`config.mk`:
```
export PLATFORM = sky130hd
export DESIGN_NAME = ddr2_bank_power
export DESIGN_NICKNAME = d
export VERILOG_FILES = /design/src/inc/ddr2_bank_power_pkg.sv /design/src/verilog/bank_autoclose.sv /design/src/verilog/ddr2_bank_power.sv
export VERILOG_INCLUDE_DIRS = /design/src /design/src/inc
export SDC_FILE = /design/constraint.sdc
export NUM_CORES = 1
export LEC_CHECK = 0
export BUFFER_PORTS_ARGS = -buffer_cell sky130_fd_sc_hd__buf_2
export CAP_MARGIN = 20
export CORE_MARGIN = 1
export CORE_UTILIZATION = 35
export CTS_BUF_LIST = sky130_fd_sc_hd__clkbuf_8
export DETAILED_ROUTE_END_ITERATION = 8
export GPL_TIMING_DRIVEN = 0
export SLEW_MARGIN = 10
export SYNTH_ARGS = -nofsm -noshare
export SYNTH_HDL_FRONTEND = slang
export SYNTH_SLANG_ARGS = --single-unit
```
`constraint.sdc`:
```
create_clock -name MCLK -period 5 [get_ports MCLK]
set_input_delay 0.5 -clock MCLK [delete_from_list [all_inputs] [get_ports MCLK]]
set_output_delay 0.5 -clock MCLK [all_outputs]
set_load 0.03 [all_outputs]
```
`src/inc/ddr2_bank_power_map.svh`:
```
// Widths, reset values and timing counts for the bank-close, refresh and power-down logic.
`ifndef DDR2_BANK_POWER_MAP_SVH
`define DDR2_BANK_POWER_MAP_SVH

`define CLK_PERIOD_PS           4000
`define BANK_COUNT              8
`define TIMER_WIDTH             5

// Analogue times in picoseconds.
`define T_RTP_PS                7500
`define T_RFC_PS                127500
`define T_REFI_PS               7800000

// Least times round up; the average refresh interval is a longest time and rounds down.
`define READ_TO_CLOSE_CYCLES    ((`T_RTP_PS + `CLK_PERIOD_PS - 1) / `CLK_PERIOD_PS)
`define REFRESH_CYCLES          ((`T_RFC_PS + `CLK_PERIOD_PS - 1) / `CLK_PERIOD_PS)
`define REFI_CYCLES             (`T_REFI_PS / `CLK_PERIOD_PS)

`define REFRESH_ROW_WIDTH       13
`define REFRESH_ROW_RESET       13'h0000
`define REFRESH_TIMER_WIDTH     12
`define REFRESH_TIMER_WIDTH_RST 12'h000

`endif

```
`src/inc/ddr2_bank_power_pkg.sv`:
```
// Types for the bank-close, refresh and power-down logic.
package ddr2_bank_power_pkg;

    typedef enum logic [1:0]
    {
        DEV_RUN,
        DEV_POWER_DOWN,
        DEV_SELF_REFRESH
    } dev_state_t;

    typedef enum logic [1:0]
    {
        PD_NONE,
        PD_PRECHARGE,
        PD_FAST_ACTIVE,
        PD_SLOW_ACTIVE
    } pd_kind_t;

endpackage : ddr2_bank_power_pkg

```
`src/verilog/bank_autoclose.sv`:
```
// Per-bank countdown that closes a bank once its auto-close delay has run out.
`timescale 1ns/100ps
`default_nettype none
`include "ddr2_bank_power_map.svh"

module bank_autoclose
(
    input  wire logic                       clk,
    input  wire logic                       rst,
    input  wire logic [`BANK_COUNT-1:0]     load,
    input  wire logic [`TIMER_WIDTH-1:0]    load_value,
    output logic      [`BANK_COUNT-1:0]     close
);

    genvar b;
    generate
        for (b = 0; b < `BANK_COUNT; b = b + 1)
        begin : g_bank
            logic [`TIMER_WIDTH-1:0] count_q;
            logic                    armed_q;

            always_ff @(posedge clk)
            begin
                if (rst)
                begin
                    count_q <= '0;
                    armed_q <= 1'b0;
                end
                else if (load[b])
                begin
                    count_q <= load_value;
                    armed_q <= 1'b1;
                end
                else if (armed_q && count_q != '0)
                begin
                    count_q <= count_q - 1'b1;
                end
                else
                begin
                    armed_q <= 1'b0;
                end
            end

            assign close[b] = armed_q && (count_q == '0);
        end
    endgenerate

endmodule : bank_autoclose

`default_nettype wire

```
`src/verilog/ddr2_bank_power.sv`:
```
// Bank closing, refresh, self-refresh and power-down state of a DDR2 memory die.
//
// Notes on behaviour
// - Write with A10 high closes the bank after burst plus write recovery.
// - Chip select, row and column strobe low, write enable high means refresh.
// - Refresh uses the internal row counter and leaves every bank closed.
// - Refresh encoding with clock enable low enters self-refresh; held by low enable.
// - Self-refresh turns DLL off, back on at exit, ignores all but enable.
// - One internal refresh soon after self-refresh entry; stay in it minimum time.
// - Enable low with no-operation enters power-down; no burst or recovery running.
// - Idle banks give precharge power-down; otherwise active, A12 picks fast or slow.
// - Power-down turns input buffers off; controller leaves within nine intervals.
// - Enable high with no-operation ends power-down; controller waits exit latency.
// - Chip select, row strobe, write enable low, column strobe high means precharge.
// - Chip select low with all strobes high is a no-operation keeping bursts.
`timescale 1ns/100ps
`default_nettype none
`include "ddr2_bank_power_map.svh"

module ddr2_bank_power
(
    input  wire logic                            MCLK,
    input  wire logic                            RST,
    input  wire logic                            CKE,
    input  wire logic                            CS_N,
    input  wire logic                            RAS_N,
    input  wire logic                            CAS_N,
    input  wire logic                            WE_N,
    input  wire logic                            A10,
    input  wire logic [2:0]                      BA,
    input  wire logic                            SLOW_EXIT,
    input  wire logic [2:0]                      ADDITIVE_LATENCY,
    input  wire logic [2:0]                      WRITE_LATENCY,
    input  wire logic                            BURST_EIGHT,
    input  wire logic [2:0]                      WRITE_RECOVERY,
    output logic      [`BANK_COUNT-1:0]          BANK_OPEN,
    output logic                                 REFRESH_BUSY,
    output logic      [`REFRESH_ROW_WIDTH-1:0]   REFRESH_ROW,
    output logic                                 SELF_REFRESH,
    output logic                                 POWER_DOWN,
    output logic      [1:0]                      POWER_DOWN_KIND,
    output logic                                 DLL_ON,
    output logic                                 INPUT_BUFFERS_ON,
    output logic                                 BURST_BUSY,
    output logic                                 CONTENTS_LOST
);

    // ------------------------------------------------------------------
    // Command decode
    // ------------------------------------------------------------------
    ddr2_bank_power_pkg::dev_state_t state_q;
    logic                            cke_q;
    logic                            sel;
    logic                            cmd_nop;
    logic                            cmd_act;
    logic                            cmd_read;
    logic                            cmd_write;
    logic                            cmd_pre;
    logic                            cmd_ref;
    logic                            running;
    logic [`BANK_COUNT-1:0]          bank_hit;

    // Commands count only in normal running state with enable high on both edges.
    assign running   = (state_q == ddr2_bank_power_pkg::DEV_RUN) && cke_q && CKE;
    assign sel       = !CS_N;
    assign cmd_nop   = CS_N || (RAS_N && CAS_N && WE_N);
    assign cmd_act   = running && sel && !RAS_N && CAS_N && WE_N;
    assign cmd_read  = running && sel && RAS_N && !CAS_N && WE_N;
    assign cmd_write = running && sel && RAS_N && !CAS_N && !WE_N;
    assign cmd_pre   = running && sel && !RAS_N && CAS_N && !WE_N;
    assign cmd_ref   = running && sel && !RAS_N && !CAS_N && WE_N;
    assign bank_hit  = `BANK_COUNT'(1) << BA;

    // ------------------------------------------------------------------
    // Auto-close timing
    // ------------------------------------------------------------------
    logic [`TIMER_WIDTH-1:0] half_burst;
    logic [`TIMER_WIDTH-1:0] rtp_term;
    logic [`TIMER_WIDTH-1:0] read_close;
    logic [`TIMER_WIDTH-1:0] write_close;
    logic [`TIMER_WIDTH-1:0] close_value;
    logic [`BANK_COUNT-1:0]  close_load;
    logic [`BANK_COUNT-1:0]  close_now;

    assign half_burst  = BURST_EIGHT ? `TIMER_WIDTH'(4) : `TIMER_WIDTH'(2);
    assign rtp_term    = (`READ_TO_CLOSE_CYCLES > 2) ? `TIMER_WIDTH'(`READ_TO_CLOSE_CYCLES) : `TIMER_WIDTH'(2);
    assign read_close  = `TIMER_WIDTH'(ADDITIVE_LATENCY) + half_burst + rtp_term - `TIMER_WIDTH'(2);
    assign write_close = `TIMER_WIDTH'(WRITE_LATENCY) + half_burst + `TIMER_WIDTH'(WRITE_RECOVERY);
    assign close_value = cmd_write ? write_close : read_close;
    assign close_load  = ((cmd_read || cmd_write) && A10) ? bank_hit : '0;

    bank_autoclose u_autoclose
    (
        .clk        (MCLK),
        .rst        (RST),
        .load       (close_load),
        .load_value (close_value),
        .close      (close_now)
    );

    // ------------------------------------------------------------------
    // Bank open state
    // ------------------------------------------------------------------
    always_ff @(posedge MCLK)
    begin
        if (RST)
            BANK_OPEN <= '0;
        else if (cmd_ref)
            BANK_OPEN <= '0;
        else if (cmd_pre)
            BANK_OPEN <= A10 ? '0 : (BANK_OPEN & ~bank_hit & ~close_now);
        else
            BANK_OPEN <= (BANK_OPEN & ~close_now) | (cmd_act ? bank_hit : '0);
    end

    // ------------------------------------------------------------------
    // Burst and write recovery tracking
    // ------------------------------------------------------------------
    logic [`TIMER_WIDTH-1:0] burst_q;

    // A no-operation leaves the countdown running; only new bursts reload it.
    always_ff @(posedge MCLK)
    begin
        if (RST)
            burst_q <= '0;
        else if (cmd_write)
            burst_q <= write_close;
        else if (cmd_read)
            burst_q <= `TIMER_WIDTH'(ADDITIVE_LATENCY) + half_burst;
        else if (burst_q != '0)
            burst_q <= burst_q - 1'b1;
    end

    always_ff @(posedge MCLK)
    begin
        if (RST)
            BURST_BUSY <= 1'b0;
        else
            BURST_BUSY <= cmd_read || cmd_write || (burst_q > `TIMER_WIDTH'(1));
    end

    // ------------------------------------------------------------------
    // Refresh engine
    // ------------------------------------------------------------------
    logic [`REFRESH_TIMER_WIDTH-1:0] rfc_q;
    logic [`REFRESH_TIMER_WIDTH-1:0] refi_q;
    logic                            internal_ref;
    logic                            start_ref;

    // Self-refresh fires one refresh on entry, then one each average interval.
    assign internal_ref = (state_q == ddr2_bank_power_pkg::DEV_SELF_REFRESH) && (refi_q == '0);
    assign start_ref    = cmd_ref || internal_ref;

    always_ff @(posedge MCLK)
    begin
        if (RST)
            refi_q <= `REFRESH_TIMER_WIDTH_RST;
        else if (state_q != ddr2_bank_power_pkg::DEV_SELF_REFRESH)
            refi_q <= `REFRESH_TIMER_WIDTH_RST;
        else if (refi_q == '0)
            refi_q <= `REFRESH_TIMER_WIDTH'(`REFI_CYCLES - 1);
        else
            refi_q <= refi_q - 1'b1;
    end

    always_ff @(posedge MCLK)
    begin
        if (RST)
            rfc_q <= `REFRESH_TIMER_WIDTH_RST;
        else if (start_ref)
            rfc_q <= `REFRESH_TIMER_WIDTH'(`REFRESH_CYCLES);
        else if (rfc_q != '0)
            rfc_q <= rfc_q - 1'b1;
    end

    // The row comes from the internal counter; the address pins are not looked at.
    always_ff @(posedge MCLK)
    begin
        if (RST)
            REFRESH_ROW <= `REFRESH_ROW_RESET;
        else if (start_ref)
            REFRESH_ROW <= REFRESH_ROW + 1'b1;
    end

    always_ff @(posedge MCLK)
    begin
        if (RST)
            REFRESH_BUSY <= 1'b0;
        else
            REFRESH_BUSY <= start_ref || (rfc_q > `REFRESH_TIMER_WIDTH'(1));
    end

    // ------------------------------------------------------------------
    // Power state machine
    // ------------------------------------------------------------------
    always_ff @(posedge MCLK)
    begin
        if (RST)
            cke_q <= 1'b0;
        else
            cke_q <= CKE;
    end

    always_ff @(posedge MCLK)
    begin
        if (RST)
        begin
            state_q         <= ddr2_bank_power_pkg::DEV_RUN;
            POWER_DOWN_KIND <= ddr2_bank_power_pkg::PD_NONE;
        end
        else
        begin
            unique case (state_q)
                ddr2_bank_power_pkg::DEV_RUN:
                begin
                    if (cke_q && !CKE && sel && !RAS_N && !CAS_N && WE_N)
                    begin
                        state_q <= ddr2_bank_power_pkg::DEV_SELF_REFRESH;
                    end
                    else if (cke_q && !CKE && cmd_nop && !BURST_BUSY)
                    begin
                        state_q <= ddr2_bank_power_pkg::DEV_POWER_DOWN;
                        if (BANK_OPEN == '0)
                            POWER_DOWN_KIND <= ddr2_bank_power_pkg::PD_PRECHARGE;
                        else if (SLOW_EXIT)
                            POWER_DOWN_KIND <= ddr2_bank_power_pkg::PD_SLOW_ACTIVE;
                        else
                            POWER_DOWN_KIND <= ddr2_bank_power_pkg::PD_FAST_ACTIVE;
                    end
                end
                ddr2_bank_power_pkg::DEV_POWER_DOWN:
                begin
                    if (CKE && cmd_nop)
                    begin
                        state_q         <= ddr2_bank_power_pkg::DEV_RUN;
                        POWER_DOWN_KIND <= ddr2_bank_power_pkg::PD_NONE;
                    end
                end
                ddr2_bank_power_pkg::DEV_SELF_REFRESH:
                begin
                    if (CKE)
                        state_q <= ddr2_bank_power_pkg::DEV_RUN;
                end
            endcase
        end
    end

    // ------------------------------------------------------------------
    // Status outputs
    // ------------------------------------------------------------------
    always_ff @(posedge MCLK)
    begin
        if (RST)
        begin
            SELF_REFRESH     <= 1'b0;
            POWER_DOWN       <= 1'b0;
            DLL_ON           <= 1'b1;
            INPUT_BUFFERS_ON <= 1'b1;
        end
        else
        begin
            SELF_REFRESH     <= (state_q == ddr2_bank_power_pkg::DEV_SELF_REFRESH);
            POWER_DOWN       <= (state_q == ddr2_bank_power_pkg::DEV_POWER_DOWN);
            DLL_ON           <= (state_q == ddr2_bank_power_pkg::DEV_RUN)
                             || (state_q == ddr2_bank_power_pkg::DEV_POWER_DOWN
                                 && POWER_DOWN_KIND == ddr2_bank_power_pkg::PD_FAST_ACTIVE);
            INPUT_BUFFERS_ON <= (state_q == ddr2_bank_power_pkg::DEV_RUN);
        end
    end

    // Enable falling during a burst or recovery, or with any command but a no-operation or self-refresh entry, loses the array.
    always_ff @(posedge MCLK)
    begin
        if (RST)
            CONTENTS_LOST <= 1'b0;
        else if (state_q == ddr2_bank_power_pkg::DEV_RUN && cke_q && !CKE
                 && (BURST_BUSY || !(cmd_nop || (!RAS_N && !CAS_N && WE_N))))
            CONTENTS_LOST <= 1'b1;
    end

endmodule : ddr2_bank_power

`default_nettype wire
```
Word-level counts from Yosys, hierarchy flattened. Index checks and enable logic that the tools add are counted.

Memory bits (writable): 0. Logic and storage cells: 229. ROM bits: 0. Memories: 0. Bits in latches: 0. Output and inout bits: 30. Bits of input ports: 22. Bits in registers: 110.

Equal/unequal tests: 17. $lt $le $gt $ge: 2. Muxes and demuxes: 54. Multipliers: 0. Reduce and logical (&&, ||, !) cells: 99. Add/subtract/negate cells: 17. Bitwise logic cells: 6. Shift operators: 1. Divide/modulo/power cells: 0.

Operators with widths (number): 5-bit 2-to-1 mux (20); 1-bit logical AND (46); 5-bit nonzero test (9); 5-bit by 1-bit subtractor with 5-bit output, second input constant (9); 5-bit logical NOT (8); 8-bit 2-to-1 mux (4); 8-bit AND (3); 2-bit inequality test, second input constant (12); 12-bit by 1-bit subtractor with 12-bit output, second input constant (2); 2-bit nonzero test (10); 1-bit 2-to-1 mux (17); 8-bit inverter (2); 2-bit 2-to-1 mux (7); 13-bit by 1-bit adder with 13-bit output, second input constant (1); 12-bit by 1-bit greater-than comparator with 1-bit output, second input constant (1); 12-bit logical NOT (1); 6-bit 2-to-1 mux (2); 12-bit nonzero test (1); 11-bit 2-to-1 mux (1); 3-bit by 3-bit adder with 4-bit output (2); 8-bit logical NOT (1); 1-bit logical OR (8); 8-bit bitwise OR (1); 1-bit by 3-bit left shift with 8-bit output, first input constant (1); 18 further kinds (27).

Longest topological paths before layout.
Depth after elaboration: 11. Depth in mapped cells: 9. Mapped depth without buffers: 9.

By module. From an unflattened synthesis, not the netlist that was laid out.

Cell total of the unflattened synthesis: 780. Area, all modules: 6498.7 um2.

By module, submodules not included: ddr2_bank_power (cells an instance 438, instances 1, area an instance 3654.8 um2); bank_autoclose (cells an instance 342, instances 1, area an instance 2844.0 um2).

Worst setup path after synthesis. No wires, ideal clock.

Path type: input to register. From: input port BURST_EIGHT. To: register u_autoclose.g_bank[0].count_q[3]. Arrival time: 2.557 ns. Slack: 2.357 ns. Library setup time: 0.086 ns. Cell stages on the path: 9. Cells stage by stage: inv_1 -> fa_1 -> ha_1 -> inv_1 -> fa_1 -> xor2_1 -> nor3_1 -> nor3_1 -> a211oi_1.

Longest elaborated chain between the ends: 6. Elaborated cells between the ends (all ways): 8.

Ends and longest elaborated chain: start: declaration (line ddr2_bank_power.sv:34) `input wire logic BURST_EIGHT,`; 3-bit 2-to-1 mux (*) (line ddr2_bank_power.sv:85) `` assign half_burst = BURST_EIGHT ? `TIMER_WIDTH'(4) : `TIMER_WIDTH'(2); ``; 3-bit by 3-bit adder with 4-bit output (no line); 5-bit by 2-bit adder with 5-bit output (no line); 5-bit by 2-bit subtractor with 5-bit output (no line); 5-bit 2-to-1 mux (*) (line ddr2_bank_power.sv:89) `assign close_value = cmd_write ? write_close : read_close;`; 5-bit 2-to-1 mux (*) (line bank_autoclose.sv:29) `else if (load[b])`; end signal: assignment (line bank_autoclose.sv:31) `count_q <= load_value;`; end signal: assignment (line bank_autoclose.sv:36) `count_q <= count_q - 1'b1;`; end: declaration (line bank_autoclose.sv:19) `` logic [`TIMER_WIDTH-1:0] count_q; ``.

Every way passes the cells marked *; elsewhere a longest branch is shown, timed or not. A chain may end at the register's enable or synchronous reset.

Final worst setup path.
From: input port BURST_EIGHT. To: register u_autoclose.g_bank[5].count_q[2].

Longest elaborated chain between the ends: 6. Elaborated cells between the ends (all ways): 8.

Ends and longest elaborated chain (line): 3-bit 2-to-1 mux (*) (ddr2_bank_power.sv:85); 3-bit by 3-bit adder with 4-bit output (no line); 5-bit by 2-bit adder with 5-bit output (no line); 5-bit by 2-bit subtractor with 5-bit output (no line); 5-bit 2-to-1 mux (*) (ddr2_bank_power.sv:89); 5-bit 2-to-1 mux (*) (bank_autoclose.sv:29); end signal: assignment (bank_autoclose.sv:31); end signal: assignment (bank_autoclose.sv:36); end: declaration (bank_autoclose.sv:19).

Marks and branches as above.

==> summary.txt <==
======================================================================================
Result of the run ....................................................... finished, final reports clean
Critical Path End Type ..................................................         flop
Static Leakage ..........................................................   0.00270 uW
Maximum buffer depth of the clock tree ..................................            2
RSZ-0062 raised after global routing ....................................           no
Final global-route overflow total .......................................            0
Sinks on Clock Net ......................................................          110
Number of nets in the layout ............................................          873
Post-CTS Setup Inserts ..................................................            0
Tightest hold margin ....................................................       423 ps
Setup TNS ...............................................................         0 ps
Cell with the most instances after synthesis ............................ sky130_fd_sc_hd__dfxtp_1
WP data arrival .........................................................      3000 ps
DR WL/cell ..............................................................      15.5 um
Antenna violations before repair ........................................            0
Relative slew slack .....................................................        40.2%
Final core occ ..........................................................        40.7%
Slew at the pin closest to its max-slew limit ...........................       893 ps
Largest net degree at the start of global routing .......................           18
H-tree levels ...........................................................            3
Hold Crit Class ......................................................... input pin to flop
TritonCTS clock tree ....................................................        built
Power Density ...........................................................   301 nW/um2
Wire length of the first global-routing pass ............................     26000 um
Syn Std Cell Area .......................................................     6330 um2
Die area ................................................................    18600 um2
DRC .....................................................................            0
CTS root buf ............................................................ sky130_fd_sc_hd__clkbuf_8
Synth Flop Type ......................................................... sky130_fd_sc_hd__dfxtp_1
Cells along the critical path ........................................... buf_2, inv_1, fa_1, ha_1, inv_1, fa_1, nor3_2, nor3_1, a211oi_1
Family with the most delay on the worst path ............................  adder cells
Initial core utilization ................................................        36.2%
Post-cts gate resize count ..............................................            0
Async set or reset register ratio after synthesis .......................           0%
Via count ...............................................................         5565
Synthesized net count ...................................................          812
Antenna Nets Post-Route .................................................            0
Fill cell count .........................................................         1794
Core area ...............................................................    17500 um2
Number of distinct standard cells referenced by the synthesized netlist .           56
Total detailed-routing wirelength .......................................     16300 um
Total global routing track utilization ..................................        17.9%
Reg clk slew, reported paths ............................................       110 ps
WS Path Type ............................................................ input pin to flop
Buffers plus inverters on the worst setup path ..........................            3
Post-route fraction of the period consumed by the critical path .........        53.9%
Total clock buffers created by CTS ......................................            9
Hold buffers post-CTS ...................................................            0
Worst-case vdd ir drop ..................................................     0.159 mV
Sequential cell area in the final layout ................................     2200 um2
Post-synthesis area per instance ........................................     8.37 um2
Number of enable flip-flop cells after synthesis ........................            0
Initial DRC count .......................................................          374
Count of pins on the block boundary .....................................           52
Width of the chip .......................................................       136 um
Cells after Synth .......................................................          756
Max Clock Freq ..........................................................      371 MHz
Worst clock skew ........................................................      16.3 ps
Largest cells by area after synthesis ................................... sky130_fd_sc_hd__dfxtp_1, sky130_fd_sc_hd__ha_1, sky130_fd_sc_hd__a211oi_1
Via count of the first global-routing pass ..............................         5045
Placer's final routability congestion estimate ..........................        0.823
Hold Fails Final Rpt ....................................................            0
Crit-path slowest cell .................................................. sky130_fd_sc_hd__nor3_2
Final HPWL DP ...........................................................     11700 um
Detailed-routing iteration count for the pre-antenna-repair pass ........            4
Number of setup violations in the final report ..........................            0
Cell taking the most area after synthesis ............................... sky130_fd_sc_hd__dfxtp_1
Number of buffers inserted by port buffering ............................           48
Drt via density .........................................................         5.32
Maximum fanout along the worst path .....................................            8
Ant. Diodes .............................................................            0
Proportion of layout cells with a drive suffix above 1 ..................        12.2%
Clk_lat worst skew ......................................................       380 ps
Area used by multi-input combinational logic ............................     3800 um2
Crit path time final ....................................................      2700 ps
Worst setup SP type .....................................................    input pin
Chip height .............................................................       136 um
Data required time of the critical path .................................      5310 ps
Critical Path Max Stage Delay ...........................................       650 ps
Sequential-to-total area share from yosys stat ..........................        34.8%
Synthesis warning total .................................................            0
Commonest cells in the synthesized netlist .............................. sky130_fd_sc_hd__dfxtp_1, sky130_fd_sc_hd__nor2_1, sky130_fd_sc_hd__inv_1
Number of standard-cell rows in the floorplan ...........................           48
Top-area cell type share of the netlist area ............................        34.8%
Area Overhead vs Synth ..................................................        12.4%
Max Cap Violations ......................................................            0
#FFs+latches synth ......................................................          110
Number of slew-limit violations in the final report .....................            0
======================================================================================
-- report_power, final --
| group | leakage, uW | total, uW | internal (uW) | switching, uW |
|---|---|---|---|---|
| clock | 0.000115 | 611 | 296 | 315 |
| sequential | 0.000890 | 1000 | 940 | 60.5 |
| combinational | 0.00169 | 529 | 218 | 311 |
-- kinds of logic after synthesis --
| logic type | after synthesis | synth area share (%) |
|---|---|---|
| buffers and inverters | 92 | 5.69 |
| muxes | 24 | 3.99 |
| adders and majority gates | 34 | 7.20 |
| and+or+nand+nor | 288 | 25.3 |
| DFF | 110 | 34.8 |
| AOI/OAI and AO/OA | 171 | 17.9 |
| xor gates and xnor gates | 37 | 5.12 |
-- cells in the final DEF, fill, tap and decap left out, types with 10 or more instances in the layout --
cell type,n
sky130_fd_sc_hd__dfxtp_1,110
sky130_fd_sc_hd__buf_2,48
sky130_fd_sc_hd__nand4_1,10
sky130_fd_sc_hd__a21oi_1,47
sky130_fd_sc_hd__o211ai_1,10
sky130_fd_sc_hd__clkbuf_8,10
sky130_fd_sc_hd__nor2b_1,11
sky130_fd_sc_hd__nor2_1,64
sky130_fd_sc_hd__mux2i_1,14
sky130_fd_sc_hd__clkbuf_1,37
sky130_fd_sc_hd__xor2_1,17
sky130_fd_sc_hd__ha_1,30
sky130_fd_sc_hd__nand2_1,24
sky130_fd_sc_hd__a211oi_1,41
sky130_fd_sc_hd__nor3_1,47
sky130_fd_sc_hd__xnor2_1,20
sky130_fd_sc_hd__o21ai_0,27
sky130_fd_sc_hd__inv_1,53
sky130_fd_sc_hd__nand3_1,39
-- through the flow --
step	instances	worst slack (ps)	power [uW]	instance area, um2
2_1_floorplan	756	2360	1410	6330
3_3_place_gp	1029	1480	1540	6850
3_5_place_dp	1031	1890	1540	6890
4_1_cts	1046	2300	2150	7110
5_1_grt	1046	2090	2260	7110
6_report	1046	2300	2140	7110
-- cell type report --
type	instances	share of cell area, %
multi-input combinational	554	53.4
sequential	110	31.0
tap	225	3.96
timing repair buffer	50	3.59
inverter	52	2.74
buffer	40	2.32
clock buffer	10	1.93
clock inverter	5	1.14
-- sequential cells by signal, indices dropped and copies added, names as in the netlist --
name,cells
BANK_OPEN,8
BURST_BUSY,1
CONTENTS_LOST,1
DLL_ON,1
INPUT_BUFFERS_ON,1
POWER_DOWN,1
POWER_DOWN_KIND,2
REFRESH_BUSY,1
REFRESH_ROW,13
SELF_REFRESH,1
burst_q,5
cke_q,1
refi_q,12
rfc_q,12
state_q,2
u_autoclose.g_bank.armed_q,8
u_autoclose.g_bank.count_q,40
-- routing by layer --
metal	global-route usage (%)	vias up	share of wire [%]
met5	0	-	0
met4	5.80	0	1.1
met3	2.31	14	3.4
met2	29.2	79	45
met1	24.3	2610	50
li1	-	2862	-
-- final timing paths --
kind	from	cells past startpoint	endpoint	slack, ps
setup / recovery	BURST_EIGHT	9	u_autoclose.g_bank[5].count_q[2]$_SDFFE_PP0P_	2300
hold / removal	CKE	2	cke_q$_SDFF_PP0_	420
setup reg to reg	state_q[0]$_SDFFE_PP0P_	9	u_autoclose.g_bank[2].count_q[1]$_SDFFE_PP0P_	2340
hold reg to reg	CONTENTS_LOST$_SDFFE_PP0P_	2	CONTENTS_LOST$_SDFFE_PP0P_	480
No activity file was read; power rests on OpenSTA's default activity.
